$ cat config.mk
export PLATFORM = sky130hd
export DESIGN_NAME = power_mode_clock_manager
export DESIGN_NICKNAME = d
export VERILOG_FILES = /design/src/common/pwr_mgmt_pkg.sv /design/src/logic/power_mode_clock_manager.sv
export SDC_FILE = /design/constraint.sdc
export NUM_CORES = 1
export LEC_CHECK = 0
export BUFFER_PORTS_ARGS = -buffer_cell sky130_fd_sc_hd__buf_2
export CAP_MARGIN = 10
export CORE_ASPECT_RATIO = 1.2
export CORE_MARGIN = 1.5
export CORE_UTILIZATION = 52
export DETAILED_ROUTE_END_ITERATION = 7
export PLACE_DENSITY = 0.8
export SYNTH_ARGS = -nofsm -noshare
export SYNTH_HDL_FRONTEND = slang
export SYNTH_SLANG_ARGS = --single-unit
$ cat constraint.sdc
create_clock -name sys_clk -period 1.8 [get_ports sys_clk]
set_input_delay 0.18 -clock sys_clk [delete_from_list [all_inputs] [get_ports sys_clk]]
set_output_delay 0.18 -clock sys_clk [all_outputs]
set_load 0.03 [all_outputs]
$ cat src/common/pwr_mgmt_pkg.sv
/*
  Shared constants and types for the power mode and clock manager.
  Assumes a 100 MHz system clock and APB access with word-aligned byte addresses.
*/
package pwr_mgmt_pkg;
  // Register indices; byte address is four times the index
  localparam logic [7:0] IDX_POWER_CONTROL = 8'h87;
  localparam logic [7:0] IDX_CLOCK_SELECT = 8'ha3;
  localparam logic [7:0] IDX_CPU_STANDBY = 8'ha4;
  localparam logic [7:0] IDX_WAKE_CONFIG = 8'ha5;
  localparam logic [7:0] IDX_RESET_CAUSE = 8'hb1;
  localparam logic [7:0] IDX_USB_SLEEP = 8'hb2;
  localparam logic [7:0] IDX_WAKE_FLAGS = 8'hb3;
  localparam logic [7:0] IDX_POWER_STATUS = 8'hb4;
  localparam logic [7:0] IDX_RADIO_CONTROL = 8'hb5;
  localparam logic [7:0] IDX_IRQ_ENABLE = 8'hb8;
  // Reset values
  localparam logic [7:0] RST_POWER_CONTROL = 8'h00;
  localparam logic [7:0] RST_CLOCK_SELECT = 8'h80;
  localparam logic [7:0] RST_WAKE_CONFIG = 8'h00;
  localparam logic [7:0] RST_IRQ_ENABLE = 8'h00;
  localparam logic [1:0] RST_RADIO_MODE = 2'h0;
  // Clock select fields
  localparam int CLK_PLL_EN_BIT = 7;
  localparam int CLK_FAST_LSB = 4;
  localparam int CLK_SLOW_LSB = 0;
  // Standby control fields
  localparam int STBY_REQ_MSB = 2;
  localparam int STBY_SLOW_BIT = 3;
  // Power control fields
  localparam int POWER_CONTROL_IDLE_BIT = 0;
  localparam int POWER_CONTROL_STOP_BIT = 1;
  localparam int POWER_CONTROL_PMW_BIT = 4;
  localparam int POWER_CONTROL_BAUD_BIT = 7;
  localparam logic [7:0] POWER_CONTROL_STORED_MASK = 8'hfc;
  // Wake config codes
  localparam logic [1:0] WAKE_IF_ENABLED = 2'h0;
  localparam logic [1:0] WAKE_ALWAYS = 2'h2;
  // Enable bit per source in the second interrupt-enable register
  localparam int IEN_RF_BIT = 1;
  localparam int IEN_WU_BIT = 5;
  localparam int IEN_USB_INTERRUPT_BIT = 4;
  localparam int IEN_USB_RESUME_EVENT_BIT = 3;
  // Timing: slow clock derived from system clock
  localparam int SYS_CLK_HZ = 100_000_000;
  localparam int SLOW_CLK_HZ = 32_000;
  localparam int SLOW_HALF_CYCLES = SYS_CLK_HZ / (2 * SLOW_CLK_HZ);
  // CPU clock frequencies in kHz
  localparam logic [15:0] KHZ_16M = 16'h3e80;
  localparam logic [15:0] KHZ_12M = 16'h2ee0;
  localparam logic [15:0] KHZ_8M = 16'h1f40;
  localparam logic [15:0] KHZ_4M = 16'h0fa0;
  localparam logic [15:0] KHZ_1M6 = 16'h0640;
  localparam logic [15:0] KHZ_320K = 16'h0140;
  localparam logic [15:0] KHZ_64K = 16'h0040;

  // Wakeup sources, one bit each
  typedef struct packed {
    logic rfIrq;
    logic wakeEvent;
    logic usb_interrupt;
    logic usbResume;
  } wake_src_t;

  // CPU run state
  typedef enum logic {CPU_ACTIVE, CPU_STANDBY} cpu_state_t;
endpackage : pwr_mgmt_pkg

$ cat src/logic/power_mode_clock_manager.sv
/*
  Power mode and clock manager: CPU standby and wakeup, USB suspend, PLL
  control, CPU clock selection, slow clock, reset cause and power control.
  Assumes an APB master on sys_clk, wake sources synchronous to sys_clk,
  and program pin and watchdog cause arriving asynchronously.
*/
`timescale 1ns/100ps

module power_mode_clock_manager (
  // Clock and reset
  input wire logic sys_clk,
  input wire logic reset_n,
  // APB slave
  input wire logic psel,
  input wire logic penable,
  input wire logic pwrite,
  input wire logic [11:0] paddr,
  input wire logic [31:0] pwdata,
  output logic [31:0] prdata,
  output logic pready,
  output logic pslverr,
  // Pins and reset generator
  input wire logic programModePin,
  input wire logic watchdogResetCause,
  // Wake sources, same clock domain
  input wire pwr_mgmt_pkg::wake_src_t wakeSrc,
  // Power state outputs
  output logic cpuClockRun,
  output logic [15:0] cpuClockKhz,
  output logic pllEnable,
  output logic usbActive,
  output logic [1:0] radioMode,
  output logic flashProgMode,
  output logic slowClock,
  output pwr_mgmt_pkg::wake_src_t wakeFlagPulse,
  // Legacy power control outputs
  output logic idleRequest,
  output logic stopRequest,
  output logic progMemWrite,
  output logic baudDouble
);

  // Synchronisers for pin inputs
  logic progMeta;
  logic progSync;
  logic wdogMeta;
  logic wdogSync;
  // Reset cause capture sequencing
  logic [1:0] captureCount;
  logic resetCause;
  // Software visible registers
  logic [7:0] powerControl;
  logic [7:0] clockSelect;
  logic [7:0] wakeConfig;
  logic [7:0] irqEnable;
  logic [1:0] radioControl;
  pwr_mgmt_pkg::wake_src_t wakeFlags;
  // State
  pwr_mgmt_pkg::cpu_state_t cpuState;
  logic usbSuspended;
  logic [10:0] slowCount;

  // APB decode
  wire [7:0] wordIdx = paddr[9:2];
  wire aligned = (paddr[1:0] == 2'h0) && (paddr[11:10] == 2'h0);
  wire setupPhase = psel && !penable;
  wire accessWrite = psel && penable && pwrite;
  wire hitPcon = aligned && (wordIdx == pwr_mgmt_pkg::IDX_POWER_CONTROL);
  wire hitClock = aligned && (wordIdx == pwr_mgmt_pkg::IDX_CLOCK_SELECT);
  wire hitStandby = aligned && (wordIdx == pwr_mgmt_pkg::IDX_CPU_STANDBY);
  wire hitWake = aligned && (wordIdx == pwr_mgmt_pkg::IDX_WAKE_CONFIG);
  wire hitCause = aligned && (wordIdx == pwr_mgmt_pkg::IDX_RESET_CAUSE);
  wire hitUsb = aligned && (wordIdx == pwr_mgmt_pkg::IDX_USB_SLEEP);
  wire hitFlags = aligned && (wordIdx == pwr_mgmt_pkg::IDX_WAKE_FLAGS);
  wire hitStatus = aligned && (wordIdx == pwr_mgmt_pkg::IDX_POWER_STATUS);
  wire hitRadio = aligned && (wordIdx == pwr_mgmt_pkg::IDX_RADIO_CONTROL);
  wire hitIrqEn = aligned && (wordIdx == pwr_mgmt_pkg::IDX_IRQ_ENABLE);
  wire mapped = hitPcon || hitClock || hitStandby || hitWake || hitCause
    || hitUsb || hitFlags || hitStatus || hitRadio || hitIrqEn;
  // Write strobes, taken in the access phase only
  wire wrPcon = accessWrite && hitPcon;
  wire wrClock = accessWrite && hitClock;
  wire wrStandby = accessWrite && hitStandby;
  wire wrWake = accessWrite && hitWake;
  wire wrUsb = accessWrite && hitUsb;
  wire wrFlags = accessWrite && hitFlags;
  wire wrRadio = accessWrite && hitRadio;
  wire wrIrqEn = accessWrite && hitIrqEn;

  // Derived state
  wire cpuStandby = (cpuState == pwr_mgmt_pkg::CPU_STANDBY);
  wire standbyReq = wrStandby && (pwdata[pwr_mgmt_pkg::STBY_REQ_MSB:0] != 3'h0);
  wire progMode = progSync;

  // Wake decode: code 00 needs enable, 10 wakes always, 11 and 01 never
  function automatic logic wakeAllowed(input logic [1:0] code, input logic enable);
    wakeAllowed = (code == pwr_mgmt_pkg::WAKE_ALWAYS)
      || ((code == pwr_mgmt_pkg::WAKE_IF_ENABLED) && enable);
  endfunction : wakeAllowed

  // Per-source config fields and enable bits
  wire [3:0][1:0] srcCode = wakeConfig;
  wire [3:0] srcEnable = {irqEnable[pwr_mgmt_pkg::IEN_RF_BIT],
    irqEnable[pwr_mgmt_pkg::IEN_WU_BIT], irqEnable[pwr_mgmt_pkg::IEN_USB_INTERRUPT_BIT],
    irqEnable[pwr_mgmt_pkg::IEN_USB_RESUME_EVENT_BIT]};
  wire [3:0] srcLevel = wakeSrc;
  logic [3:0] wakeHit;

  // One wake qualifier per source, only while the CPU sleeps
  genvar gi;
  generate
    for (gi = 0; gi < 4; gi++)
    begin : g_wake
      assign wakeHit[gi] = cpuStandby && !progMode && srcLevel[gi]
        && wakeAllowed(srcCode[gi], srcEnable[gi]);
    end
  endgenerate
  wire anyWake = |wakeHit;

  // PLL follows USB outside program mode; software bit only with USB suspended and CPU running
  wire pllOnNow = !progMode && (!usbSuspended
    || (!cpuStandby && clockSelect[pwr_mgmt_pkg::CLK_PLL_EN_BIT]));

  // CPU clock frequency from the field that matches the PLL state
  wire [2:0] fastSel = clockSelect[pwr_mgmt_pkg::CLK_FAST_LSB +: 3];
  wire [1:0] slowSel = clockSelect[pwr_mgmt_pkg::CLK_SLOW_LSB +: 2];
  logic [15:0] selKhz;
  always_comb
  begin
    // Reserved fast codes 4 to 7 fall back to 1.6 MHz
    selKhz = pwr_mgmt_pkg::KHZ_1M6;
    if (pllOnNow)
      unique case (fastSel)
        3'h0: selKhz = pwr_mgmt_pkg::KHZ_16M;
        3'h1: selKhz = pwr_mgmt_pkg::KHZ_12M;
        3'h2: selKhz = pwr_mgmt_pkg::KHZ_8M;
        3'h3: selKhz = pwr_mgmt_pkg::KHZ_4M;
        default: selKhz = pwr_mgmt_pkg::KHZ_1M6;
      endcase
    else
      unique case (slowSel)
        2'h0: selKhz = pwr_mgmt_pkg::KHZ_4M;
        2'h1: selKhz = pwr_mgmt_pkg::KHZ_1M6;
        2'h2: selKhz = pwr_mgmt_pkg::KHZ_320K;
        2'h3: selKhz = pwr_mgmt_pkg::KHZ_64K;
      endcase
  end

  // Read mux; stop and idle always read zero
  logic [7:0] readByte;
  always_comb
  begin
    readByte = 8'h00;
    if (hitPcon) readByte = powerControl & pwr_mgmt_pkg::POWER_CONTROL_STORED_MASK;
    else if (hitClock) readByte = clockSelect;
    else if (hitStandby) readByte = {4'h0, slowClock, 3'h0};
    else if (hitWake) readByte = wakeConfig;
    else if (hitCause) readByte = {7'h00, resetCause};
    else if (hitUsb) readByte = {7'h00, usbSuspended};
    else if (hitFlags) readByte = {4'h0, wakeFlags};
    else if (hitStatus)
      readByte = {2'h0, radioControl, progMode, pllEnable, usbActive, !cpuStandby};
    else if (hitRadio) readByte = {6'h00, radioControl};
    else if (hitIrqEn) readByte = irqEnable;
  end

  // No wait states
  assign pready = 1'b1;

  // Read data and error latched in the setup phase, shown in access
  always_ff @(posedge sys_clk or negedge reset_n)
  begin
    if (!reset_n)
    begin
      prdata <= 32'h0000_0000;
      pslverr <= 1'b0;
    end
    else if (setupPhase)
    begin
      prdata <= {24'h000000, readByte};
      pslverr <= !mapped;
    end
  end

  // Two-flop synchronisers for program pin and watchdog cause
  always_ff @(posedge sys_clk or negedge reset_n)
  begin
    if (!reset_n)
    begin
      progMeta <= 1'b0;
      progSync <= 1'b0;
      wdogMeta <= 1'b0;
      wdogSync <= 1'b0;
    end
    else
    begin
      progMeta <= programModePin;
      progSync <= progMeta;
      wdogMeta <= watchdogResetCause;
      wdogSync <= wdogMeta;
    end
  end

  // Reset cause caught once the synchroniser has settled after release
  always_ff @(posedge sys_clk or negedge reset_n)
  begin
    if (!reset_n)
    begin
      captureCount <= 2'h0;
      resetCause <= 1'b0;
    end
    else if (captureCount != 2'h3)
    begin
      captureCount <= captureCount + 2'h1;
      if (captureCount == 2'h2)
        resetCause <= wdogSync;
    end
  end

  // Software registers; every reset source gives the same state
  always_ff @(posedge sys_clk or negedge reset_n)
  begin
    if (!reset_n)
    begin
      powerControl <= pwr_mgmt_pkg::RST_POWER_CONTROL;
      clockSelect <= pwr_mgmt_pkg::RST_CLOCK_SELECT;
      wakeConfig <= pwr_mgmt_pkg::RST_WAKE_CONFIG;
      irqEnable <= pwr_mgmt_pkg::RST_IRQ_ENABLE;
      radioControl <= pwr_mgmt_pkg::RST_RADIO_MODE;
    end
    else
    begin
      // Flags and mode bits; stop and idle never stored
      if (wrPcon) powerControl <= pwdata[7:0] & pwr_mgmt_pkg::POWER_CONTROL_STORED_MASK;
      // Unused bits 3:2 stay zero
      if (wrClock) clockSelect <= pwdata[7:0] & 8'hf3;
      if (wrWake) wakeConfig <= pwdata[7:0];
      if (wrIrqEn) irqEnable <= pwdata[7:0];
      // Radio moves only under software control
      if (wrRadio) radioControl <= pwdata[1:0];
    end
  end

  // Legacy mode pulses and flag outputs
  always_ff @(posedge sys_clk or negedge reset_n)
  begin
    if (!reset_n)
    begin
      idleRequest <= 1'b0;
      stopRequest <= 1'b0;
    end
    else
    begin
      idleRequest <= wrPcon && pwdata[pwr_mgmt_pkg::POWER_CONTROL_IDLE_BIT];
      stopRequest <= wrPcon && pwdata[pwr_mgmt_pkg::POWER_CONTROL_STOP_BIT];
    end
  end
  assign progMemWrite = powerControl[pwr_mgmt_pkg::POWER_CONTROL_PMW_BIT];
  assign baudDouble = powerControl[pwr_mgmt_pkg::POWER_CONTROL_BAUD_BIT];
  assign radioMode = radioControl;
  assign flashProgMode = progMode;

  // CPU state machine: a wake in standby wins over a standby write in the same cycle
  always_ff @(posedge sys_clk or negedge reset_n)
  begin
    if (!reset_n)
      cpuState <= pwr_mgmt_pkg::CPU_ACTIVE;
    else
      unique case (cpuState)
        pwr_mgmt_pkg::CPU_ACTIVE:
          if (standbyReq && !progMode)
            cpuState <= pwr_mgmt_pkg::CPU_STANDBY;
        pwr_mgmt_pkg::CPU_STANDBY:
          if (anyWake)
            cpuState <= pwr_mgmt_pkg::CPU_ACTIVE;
      endcase
  end

  // USB suspend: a host resume wins over a suspend write
  always_ff @(posedge sys_clk or negedge reset_n)
  begin
    if (!reset_n)
      usbSuspended <= 1'b0;
    else if (wakeSrc.usbResume)
      usbSuspended <= 1'b0;
    else if (wrUsb)
      usbSuspended <= (pwdata[7:0] == 8'h01);
  end

  // Wake flags: set only on a wakeup that the code and enable allow, write one to clear
  always_ff @(posedge sys_clk or negedge reset_n)
  begin
    if (!reset_n)
    begin
      wakeFlags <= '0;
      wakeFlagPulse <= '0;
    end
    else
    begin
      wakeFlags <= (wakeFlags & ~(wrFlags ? pwdata[3:0] : 4'h0)) | wakeHit;
      wakeFlagPulse <= wakeHit;
    end
  end

  // Slow clock divided from the system clock, never stopped
  always_ff @(posedge sys_clk or negedge reset_n)
  begin
    if (!reset_n)
    begin
      slowCount <= 11'h000;
      slowClock <= 1'b0;
    end
    else if (slowCount == 11'(pwr_mgmt_pkg::SLOW_HALF_CYCLES - 1))
    begin
      slowCount <= 11'h000;
      slowClock <= !slowClock;
    end
    else
      slowCount <= slowCount + 11'h001;
  end

  // Clock outputs; PLL enable gates the 3x multiplier outside
  always_ff @(posedge sys_clk or negedge reset_n)
  begin
    if (!reset_n)
    begin
      cpuClockRun <= 1'b1;
      cpuClockKhz <= pwr_mgmt_pkg::KHZ_16M;
      pllEnable <= 1'b1;
      usbActive <= 1'b1;
    end
    else
    begin
      cpuClockRun <= !cpuStandby || anyWake;
      cpuClockKhz <= selKhz;
      pllEnable <= pllOnNow;
      usbActive <= !usbSuspended;
    end
  end
endmodule : power_mode_clock_manager

==> results.md, run 1 <==
Synth:
- The share of the yosys chip area belonging to registers is 0.497.
- The post-synthesis xor/xnor area fraction is 0.0256.
- Of the total synthesized cell area, the portion taken by full adders, half adders and majority gates is 0.0122.
- In the synthesized netlist, the number of instances is 372.
- The fraction of registers with async set/reset is 1.00.
- The proportion of synthesized area in mux cells is 0.0913.
- Dividing the synthesized area by the synthesized cell count gives 11.0 µm².
- The synthesized-area fraction occupied by ao, oa, aoi and oai cells was 0.107.
- The mapped netlist covers 4100 µm².
- Yosys printed 0 warnings.
- The number of enable-type register cells in the synthesized netlist is 0.
- The number of different library cells used by synthesis comes to 65.
- After synthesis, the largest family of logic cells by area is simple AND/OR/NAND/NOR gates.
- The number of register bits inferred by synthesis is 81.
- Of the total synthesized cell area, the portion taken by AND, OR, NAND and NOR gates is 0.182.
- The primary flip-flop cell chosen by synthesis mapping is sky130_fd_sc_hd__dfrtp_1.

Finish:
- The footprint of the multi-input gates is 1840 µm².
- In the final design database the tool counted 525 nets.
- The area growth from synthesis to layout is 18.1%.
- Leaving out fill and tap cells, the most frequent cell in the layout is sky130_fd_sc_hd__dfrtp_1.
- In the layout the commonest cells are sky130_fd_sc_hd__dfrtp_1 (72), sky130_fd_sc_hd__buf_2 (62), sky130_fd_sc_hd__conb_1 (32), sky130_fd_sc_hd__buf_4 (31), sky130_fd_sc_hd__nor2_1 (29).
- The layout cell share with drive strength beyond 1 is 0.308.
- In the final layout, flip-flops and latches occupy 2040 µm².
- The number of inserted diodes is 0.
- The filler cells instantiated in the layout total 624.

Detailed routing:
- The per-cell via count in the routed design is 5.64.
- For this run, the detailed router's first-pass iteration total came to 5.
- The detailed-route wire length per cell is 17.7 µm.
- The post-route DRC violation count is 0.
- The overall via count from detail_route is 3177.
- For this block, the initial DRC count from the detailed router was 235.
- Wires add up to 9970 µm.
- The detail route stage leaves a number of antenna-violating nets equal to 0.

Floorplan:
- The die is 84.1 µm wide.
- The initialized floorplan defines 35 standard-cell rows.
- The core region area is 7660 µm².
- 120 I/O pins were placed.
- The floorplan die height is 100 µm.
- The die area is 8430 µm².
- The initial cell density of the core is 0.535.

Critical path:
- The endpoint identified for the worst register-to-register timing path is slowClock.
- The required time at the endpoint of the critical path is 2.03 ns.
- The critical path is of the flop to flop type.
- The highest cell delay on the worst timing path is 0.58 ns.
- The signal on the critical path passes through or4b_1, nor4_4, xnor2_1.
- The worst reg2reg path depth is 3.
- The critical path startpoint category is a flop.
- The largest fanout of any net on the critical path is 8.
- The beginning of the worst register-to-register path is slowCount[6].
- In this design, the largest share of critical-path delay is due to simple AND/OR/NAND/NOR gates.
- The number of buffer and inverter instances along the worst setup path is 0.
- The data arrival time of the worst path is 1.96 ns.
- The worst register-to-register path has a setup slack of 0.07 ns.
- The worst setup path is captured at a flop.
- The capture point of the critical path is slowClock.
- The library cell contributing the largest single delay on the critical path is sky130_fd_sc_hd__or4b_1.
- Counting buffers and inverters, the worst setup path is 3 cells deep.
- The beginning of the critical path is slowCount[6].

Power:
- The static leakage is 0.00229 µW.
- The maximum VDD drop is 0.000554 V.
- The areal power density over the cells is 755 nW/µm².
- The completed layout was analyzed and its total power is 3650 µW.

Place:
- The last weighted congestion value of the routability-driven placer is 0.973.
- The HPWL reported at the end of detailed placement is 7550 µm.
- The count of input and output buffers is 63.

STA:
- The number of pins with negative max-slew slack in the final report is 0.
- For the final routed database, the setup TNS stands at 0 ns.
- Setup violations remaining at the end of the flow were counted as 0.
- Dividing the final minimum period by the clock period gives 0.962.
- Setup repair after global routing left no endpoint under its margin.
- The hold violation count in the final report came to 0.
- The slew at the pin with the worst max-slew slack is 0.520 ns.
- The top achievable clock speed is 0.577 GHz.
- The clock skew is 0.00522 ns.
- For the finished layout, the period the worst path requires is 1.73 ns.
- The worst-case headroom to the max-slew limit is 0.651.

CTS:
- TritonCTS built the clock tree.
- The H-tree was split into 3 levels.
- For this design, the sink count on the clock tree is 81.
- The root buffer cell chosen for the clock tree is sky130_fd_sc_hd__clkbuf_8.
- The longest clock path from root to sink contains 2 buffers.
- Counting the buffers created by CTS gives 9.
- The number of post-CTS setup repair buffers is 0.
- The CTS clock-pin slew for the worst setup and hold paths is 0.08 ns.
- The insertion delay to the later sink of the worst-skew pair is 0.37 ns.

Worst hold path:
- The classification of the worst-slack hold path is input port to flop.

Global routing:
- The maximum number of pins on one net before global-route repair is 42.
- The total overflow left after global routing is 0.
- The via count of the first global-routing pass is 3097.
- The wire length of the first global-routing pass is 16100 µm.
- The initial antenna violation count is 0.
- In the global route stage, overall resource usage came out at 0.251.

Flow run:
- The number of max-cap violations is 0.

Run status:
- The run finished with clean final reports.
==> cells in the mapped netlist (all sizes together), types with 4 or more instances <==
| cell | instances | share of area |
|---|---|---|
| dfrtp | 72 | 0.44 |
| buf | 42 | 0.075 |
| mux2 | 32 | 0.089 |
| nor2 | 31 | 0.031 |
| nand2 | 20 | 0.019 |
| a21oi | 15 | 0.018 |
| a22oi | 9 | 0.016 |
| dfstp | 9 | 0.058 |
| nand3 | 9 | 0.011 |
| nand2b | 8 | 0.012 |
| nor2b | 8 | 0.012 |
| nor3 | 8 | 0.013 |
| and2 | 7 | 0.011 |
| o21ai | 7 | 0.0085 |
| xnor2 | 7 | 0.015 |
| nand4 | 6 | 0.0092 |
| a21o | 5 | 0.0092 |
| inv | 5 | 0.0046 |
| nor4b | 5 | 0.011 |
| o31ai | 5 | 0.0092 |
| xor2 | 5 | 0.011 |
| a221oi | 4 | 0.0085 |
| clkbuf | 4 | 0.0037 |
| ha | 4 | 0.012 |
| or4 | 4 | 0.0073 |
==> metal layers <==
metal | GRT usage | up-vias | part of all wire
met4 | 0.107 | 0 | 0.025
li1 | - | 1464 | -
met2 | 0.404 | 136 | 0.49
met1 | 0.332 | 1554 | 0.42
met5 | 0 | - | 0
met3 | 0.0518 | 23 | 0.067
==> report_power, final <==
| part | switching [µW] | internal (µW) | total (µW) |
|---|---|---|---|
| clock | 711 | 649 | 1360 |
| combinational | 303 | 118 | 421 |
| sequential | 16.3 | 1860 | 1870 |
| total | 1030 | 2620 | 3650 |
==> per-stage QoR <==
step	worst slack, ns	instances	util	hold WS, ns	instance area [µm²]
finish	0.0680	563	0.632	0.0336	4840
global route	0.00171	563	0.632	0.0224	4840
CTS	0.0863	563	0.630	0.0338	4830
detailed placement	-0.00673	544	0.601	0.199	4610
global placement	0.0311	544	0.601	0.191	4610
floorplan	0.163	402	-	-0.116	4210
==> final cells by class <==
type                       count  area share
sequential                    81       0.421
multi-input combinational    270       0.381
timing repair buffer          99       0.131
clock buffer                  10      0.0264
tap                           92      0.0238
clock inverter                 6      0.0137
inverter                       5     0.00388
==> registers in the layout, summed over array words and instances, names as in the netlist, 2 cells and up <==
register,flops
captureCount,2
clockSelect,6
cpuClockKhz,8
irqEnable,8
powerControl,6
prdata,8
radioMode,2
slowCount,11
srcCode,8
wakeFlagPulse,4
wakeFlags,4
==> cell families after synthesis <==
logic type,Yosys count
AND/OR/NAND/NOR,126
flip-flops,81
AO/OA/AOI/OAI,63
buffers and inverters,51
multiplexers,33
XOR/XNOR,12
adder cells (fa/ha/maj),4
other,2
==> worst min path at each step <==
stage                          start              end  slack, ns  cells after the start
after floorplan              reset_n  captureCount[0]      -0.12                      0
after global placement       reset_n         wdogMeta       0.19                      1
after detailed placement     reset_n  captureCount[1]       0.20                      1
after CTS                 wakeSrc[0]     usbSuspended       0.03                      2
after global routing      wakeSrc[0]     usbSuspended       0.02                      2
final                     wakeSrc[0]     usbSuspended       0.03                      2
==> what timing repair did <==
item	CTS	global route
endpoints found under the hold margin	35	0
resized for setup	0	2
endpoints found under the setup margin	0	1
hold buffers	3	0
Power figures use the tool's default switching activity.
==> inputs of run 2 (changes only) <==
- CORE_UTILIZATION: 52 -> 54
- CTS_BUF_LIST: not set -> sky130_fd_sc_hd__clkbuf_4 sky130_fd_sc_hd__clkbuf_8
- PLACE_DENSITY: 0.8 -> 0.83
==> run 2 against run 1 <==
Against the previous run: via count grew 0.66%; count of clock-buffer cells in the layout rose by 1; combinational power about the same; critical endpoint is now cpuStandby; largest cell class unchanged; power decreased by 4.0%.
==> results.md, run 2 (synthesis results as in run 1) <==
Global routing:
- The initial antenna violation count is 0.
- For this run, global-route usage on met2 was measured as 0.400.
- For this run, global-route usage on met1 was measured as 0.354.
- Global routing finished with a remaining overflow of 0.
- In the global route stage, overall resource usage came out at 0.260.
- The via count of the first global-routing pass is 3074.
- The met3 demand-to-capacity share in global routing is 0.0630.
- The peak-usage layer in the global routing report is met2.
- The first global-routing pass estimated 15600 µm of wire.
- The maximum number of pins on one net before global-route repair is 31.

Finish:
- The area used by sequential logic in the layout is 2040 µm².
- In the final layout, the multi-input gates occupy 1830 µm².
- At the end of the flow, the number of nets in the layout was 525.
- The number of inserted diodes is 0.
- The number of inserted filler cells in the final layout is 587.
- Leaving out fill and tap cells, the most frequent cell in the layout is sky130_fd_sc_hd__dfrtp_1.
- The flip-flop count of the largest register after layout is 11.
- The library cells used most frequently in the layout, excluding fill and tap cells, are sky130_fd_sc_hd__dfrtp_1 (72), sky130_fd_sc_hd__buf_2 (62), sky130_fd_sc_hd__conb_1 (32), sky130_fd_sc_hd__nor2_1 (29), sky130_fd_sc_hd__buf_4 (29).
- The final design utilization is 0.661.
- The area growth from synthesis to layout is 18.0%.
- The most flop-heavy register is slowCount.
- The count of cells in the finished layout, fillers not included, comes to 561.
- In the final layout, the share of cells above drive strength 1 is 0.306.

STA:
- The number of pins with negative max-slew slack in the final report is 0.
- Setup repair after global routing left no endpoint under its margin.
- Between clock sinks in the finished design, the worst skew comes to 0.00505 ns.
- The total setup violations reported at the end of the flow is 0.
- After layout, the worst setup slack is 0.170 ns.
- The slew at the pin with the worst max-slew slack is 0.550 ns.
- The period utilization is 0.905.
- The time the worst path needs with I/O delays and setup is 1.63 ns.
- The hold violation count in the final report is 0.
- Timing would allow up to 0.614 GHz.
- The worst pin sits at a relative slew slack of 0.624.

CTS:
- The CTS tree is built.
- The CTS clock-pin slew for the worst setup and hold paths is 0.08 ns.
- Counting the buffers created by CTS gives 9.
- In this run, post-CTS repair resized a total of 0 instances.
- The insertion delay to the later sink of the worst-skew pair is 0.35 ns.
- Clock tree synthesis found a total of 81 sinks.
- The largest buffer count on any clock path is 2.
- The maximum level of the CTS H-tree is 3.
- The tree is rooted in a sky130_fd_sc_hd__clkbuf_8.

Power:
- For this design the static power due to leakage is 0.00229 µW.
- The total power consumption of the routed design is 3510 µW.
- The areal power density over the cells is 725 nW/µm².
- The maximum VDD drop is 0.000648 V.

Detailed routing:
- The number of nets with antenna violations after detailed routing is 0.
- The per-cell via count in the routed design is 5.70.
- The overall via count from detail_route is 3198.
- After detailed routing, the average wire length per cell comes to 17.6 µm.
- The post-route DRC violation count is 0.
- The number of DRC violations after detailed-routing iteration 0 is 239.
- For this block, the routed nets add up to 9900 µm of wire.
- The pre-antenna-repair detailed-routing pass consisted of 5 iterations.

Floorplan:
- The number of rows created at floorplan is 34.
- For this configuration, the core starts out at a cell density of 0.560.
- The core region area is 7320 µm².
- For this design the top-level I/O count stands at 120.
- The floorplan die height is 98.4 µm.
- The width of the die is 82.5 µm.
- The die area is 8120 µm².

Critical path:
- STA classifies the critical path endpoint as a flop.
- Data on the critical path arrives at its endpoint at 1.85 ns.
- Along the worst path, the maximum fanout reaches 5.
- STA puts the critical path data required time at 2.02 ns.
- The critical path in this run is classified as flop to flop.
- The critical path startpoint category is a flop.

Place:
- The HPWL reported at the end of detailed placement is 7410 µm.
- In this run the tool buffered the top-level ports with 63 buffer cells.
- Including well taps, the total number of placed cells is 542.
- The setup slack at placement is -0.0484 ns.
- Routability-driven placement finished with a final weighted congestion of 0.960.

Flow run:
- The number of max-cap violations is 0.

Worst hold path:
- In this run the worst hold path is classified as input port to flop.

Run status:
- The flow ran to the end, and the final reports show no timing, DRC or antenna violations.
-- run 2: what timing repair did --
action | 4_1_cts | 5_1_grt
hold buffers | 3 | 0
buffers inserted | 0 | 0
setup endpoints to repair | 0 | 0
endpoints found under the hold margin | 25 | 0
-- run 2: where the power goes --
part / switching, µW / internal [µW] / total (µW)
registers: 16.3 / 1860 / 1870
clock network: 673 / 542 / 1220
logic: 302 / 119 / 421
total: 991 / 2520 / 3510
-- run 2: critical path, stage by stage (launching register included) --
cell and delay [ns]:
sky130_fd_sc_hd__dfrtp_1 0.45, sky130_fd_sc_hd__nand2b_1 0.23, sky130_fd_sc_hd__nor4b_1 0.52, sky130_fd_sc_hd__nor4_1 0.11, sky130_fd_sc_hd__nand2_1 0.12, sky130_fd_sc_hd__o41ai_1 0.08
-- run 2: final cells by class --
| class | count | area share |
|---|---|---|
| multi-input combinational | 270 | 0.379 |
| tap | 90 | 0.0233 |
| timing repair buffer | 99 | 0.136 |
| sequential | 81 | 0.421 |
| clock buffer | 11 | 0.0287 |
| clock inverter | 5 | 0.00802 |
| inverter | 5 | 0.00388 |
-- run 2: routing by layer --
layer,vias to the layer above,wire (µm),part of all wire
li1,1454,-,-
met1,1552,4170,0.42
met2,171,4700,0.47
met3,21,784,0.079
met4,0,246,0.025
met5,-,0,0
-- run 2: final timing paths --
kind | startpoint | end | slack (ns) | cells past startpoint
max in group asynchronous | reset_n | usbActive | 0.94 | 3
worst max-delay path | flashProgMode | cpuStandby | 0.17 | 5
min in group asynchronous | reset_n | wdogSync | 0.27 | 2
worst max register to register | flashProgMode | cpuStandby | 0.17 | 5
worst min-delay path | wakeSrc[0] | usbSuspended | 0.06 | 2
worst min register to register | progMeta | flashProgMode | 0.36 | 0
-- run 2: through the flow --
stage / setup TNS [ns] / hold WS [ns] / area, µm²
after CTS: 0 / 0.0500 / 4840
after global routing: 0 / 0.0595 / 4840
after floorplan: 0 / -0.116 / 4210
after global placement: 0 / 0.111 / 4630
after detailed placement: -0.307 / 0.114 / 4630
final: 0 / 0.0644 / 4840
==> inputs of run 3 (changes only) <==
- clock period: 1.8 -> 1.5 ns (I/O delays scaled with it)
==> run 3 against run 2 <==
Against the previous run: the flow now finishes with violations (setup timing); count of clock-buffer cells in the layout decreased by 2; clock power increased by 37%; highest routed layer unchanged; final area increased by 6.4%; setup slack got worse by 0.19 ns; combinational power increased by 34%; power increased by 28%; via count increased by 5.7%.
==> results.md, run 3 (synthesis results as in run 1) <==
Worst hold path:
- The origin of the worst min-delay path is wakeSrc[0].
- The worst hold path terminates at usbSuspended.
- The classification of the worst-slack hold path is input port to flop.
- The instance count along the most critical hold path is 2.

Detailed routing:
- For this run, design rule violations remaining after detail routing come to 0.
- For this run, the detailed router's first-pass iteration total came to 5.
- The detailed-route wire length per cell is 18.3 µm.
- The number of nets with antenna violations after detailed routing is 0.
- The final layout contains routed wiring with a total length of 10700 µm.
- The overall via count from detail_route is 3380.
- Dividing the detail-routed via count by the number of cells gives 5.78.
- The number of DRC violations after detailed-routing iteration 0 is 263.

Finish:
- The area added between synthesis and finish is 25.6%.
- The register with the most flip-flops in the layout has 11 of them.
- After the flow finishes, the layout carries non-filler instances totaling 585.
- Counting the fill cells in the layout gives 548.
- The most flop-heavy register is slowCount.
- The footprint of the multi-input gates is 1950 µm².
- The number of inserted diodes is 0.
- The number of nets in the final layout is 549.
- The layout cell share with drive strength beyond 1 is 0.366.
- The most frequent standard cell in the layout excluding fill and tap cells is sky130_fd_sc_hd__dfrtp_1.
- In the layout the commonest cells are sky130_fd_sc_hd__dfrtp_1 (72), sky130_fd_sc_hd__buf_2 (62), sky130_fd_sc_hd__buf_4 (54), sky130_fd_sc_hd__conb_1 (32), sky130_fd_sc_hd__nor2_1 (29).
- The final non-filler cell area is 5150 µm².
- The area used by sequential logic in the layout is 2040 µm².
- At the end of the flow the core is filled with cells to 0.703.

Place:
- The last weighted congestion value of the routability-driven placer is 0.966.
- Summed over all nets, the half-perimeter wirelength after detailed placement is 7980 µm.
- The placed cell count is 564.
- The count of input and output buffers is 63.
- The total placed instance area is 4810 µm².

Critical path:
- The worst register-to-register path ends at cpuClockKhz[7].
- The type of the worst setup path is flop to flop.
- The minimum setup slack among reg-to-reg paths is -0.02 ns.
- The critical path startpoint category is a flop.
- For the worst setup path, the data arrival time is 1.81 ns.
- Measured in cells, the most critical reg-to-reg path has a length of 7.
- Data on the critical path is required at its endpoint by 1.79 ns.
- STA classifies the critical path endpoint as a flop.
- The largest fanout of any net on the critical path is 6.
- The beginning of the worst register-to-register path is cpuStandby.

Global routing:
- The global-route usage over all layers is 0.287.
- The initial antenna violation count was 0.
- The total congestion overflow after global routing is 0.
- The wire length of the first global-routing pass is 17500 µm.
- The via count of the first global-routing pass is 3558.
- Entering global routing, the biggest net connects 34 pins.

Floorplan:
- The width of the die is 82.5 µm.
- The die area is 8120 µm².
- The region available for standard cell placement spans 7320 µm².
- The floorplan die height is 98.4 µm.
- The initial utilization of the core area, before any placement, comes to 0.560.
- The floorplan has 34 rows.
- The number of ports placed on the die boundary is 120.

Run status:
- The final reports fail on setup timing.
- The flow ran to the end, but the final reports show violations.

Flow run:
- The tool flagged a number of max-cap violations equal to 0.

CTS:
- In this run the clock root is driven by a sky130_fd_sc_hd__clkbuf_8.
- The longest clock path from root to sink contains 2 buffers.
- The CTS clock-pin slew for the worst setup and hold paths is 0.09 ns.
- TritonCTS built the clock tree.
- For this design, the sink count on the clock tree is 81.
- Buffers inserted during clock tree synthesis total 9.
- The H-tree was split into 3 levels.
- For the worst-skew pair, the clock arrives at the later sink with an insertion delay of 0.35 ns.

STA:
- The clock skew is 0.00980 ns.
- The slew at the pin with the worst max-slew slack is 0.542 ns.
- Of the available clock period, the critical path in the final layout requires 1.01.
- Setup repair after global routing could not meet its margin everywhere.
- Setup violations remaining at the end of the flow were counted as 1.
- The hold violation count in the final report is 0.
- The worst-case headroom to the max-slew limit is 0.638.
- The time the worst path needs with I/O delays and setup is 1.52 ns.
- Across all setup checks in the final design, the least slack found is -0.0199 ns.
- The top achievable clock speed is 0.658 GHz.
- The number of pins with negative max-slew slack in the final report is 0.

Power:
- The maximum VDD drop is 0.000650 V.
- The static leakage is 0.00246 µW.
- The areal power density over the cells is 871 nW/µm².
- The design draws 4480 µW.
-- run 3: cell count changes in the layout (fill, tap and decap cells not counted), sizes merged --
cell | before | now
buf | 96 | 120
clkbuf | 11 | 9
inv | 7 | 9
bufinv | 0 | 1
clkinvlp | 1 | 0
-- run 3: layout make-up --
class | count | share of cell area
clock buffers | 9 | 0.0241
clock inverters | 7 | 0.0163
inverters | 5 | 0.00365
multi-input cells | 270 | 0.379
flip-flops and latches | 81 | 0.396
well taps | 90 | 0.0219
repair buffers | 123 | 0.159
-- run 3: what timing repair did --
action	in CTS	in global routing
setup endpoints to repair	4	11
hold endpoints to repair	26	0
buffers inserted	0	2
resized for setup	5	10
pin swaps	1	3
hold buffers	3	0
-- run 3: worst max-delay path: stages, from the launching register on --
cell and delay [ns]:
sky130_fd_sc_hd__dfrtp_1 0.40, sky130_fd_sc_hd__buf_4 0.17, sky130_fd_sc_hd__nand2b_1 0.14, sky130_fd_sc_hd__a21oi_1 0.14, sky130_fd_sc_hd__buf_4 0.17, sky130_fd_sc_hd__nor3_1 0.07
sky130_fd_sc_hd__a21o_1 0.17, sky130_fd_sc_hd__or2_1 0.20
-- run 3: how the worst max path moves through the flow --
stage / slack, ns / startpoint / endpoint / depth (start not counted)
after floorplan: -0.02 / paddr[10] / srcCode[0] / 6
after global placement: -0.24 / paddr[10] / wakeFlags[0] / 8
after detailed placement: -0.28 / paddr[10] / clockSelect[1] / 6
after CTS: 0.004 / cpuStandby / prdata[0] / 4
after global routing: -0.04 / cpuStandby / cpuClockKhz[7] / 7
final: -0.02 / cpuStandby / cpuClockKhz[7] / 7
-- run 3: power by group --
group	internal [µW]	switching [µW]
Clock	804	864
Sequential	2230	20.7
Combinational	179	387
-- run 3: per-stage QoR --
step,setup slack [ns],hold slack (ns),setup TNS [ns]
detailed placement,-0.277,0.0862,-8.57
floorplan,-0.0164,-0.146,-0.115
global placement,-0.239,0.0819,-7.43
global route,-0.0441,0.0496,-0.118
finish,-0.0199,0.0594,-0.0199
CTS,0.00403,0.0365,0
-- run 3: layer usage --
metal	wire, µm	global-route usage	vias up
li1	-	-	1503
met1	4320	0.378	1680
met2	5310	0.465	176
met3	838	0.0454	21
met4	232	0.121	0
met5	0	0	-
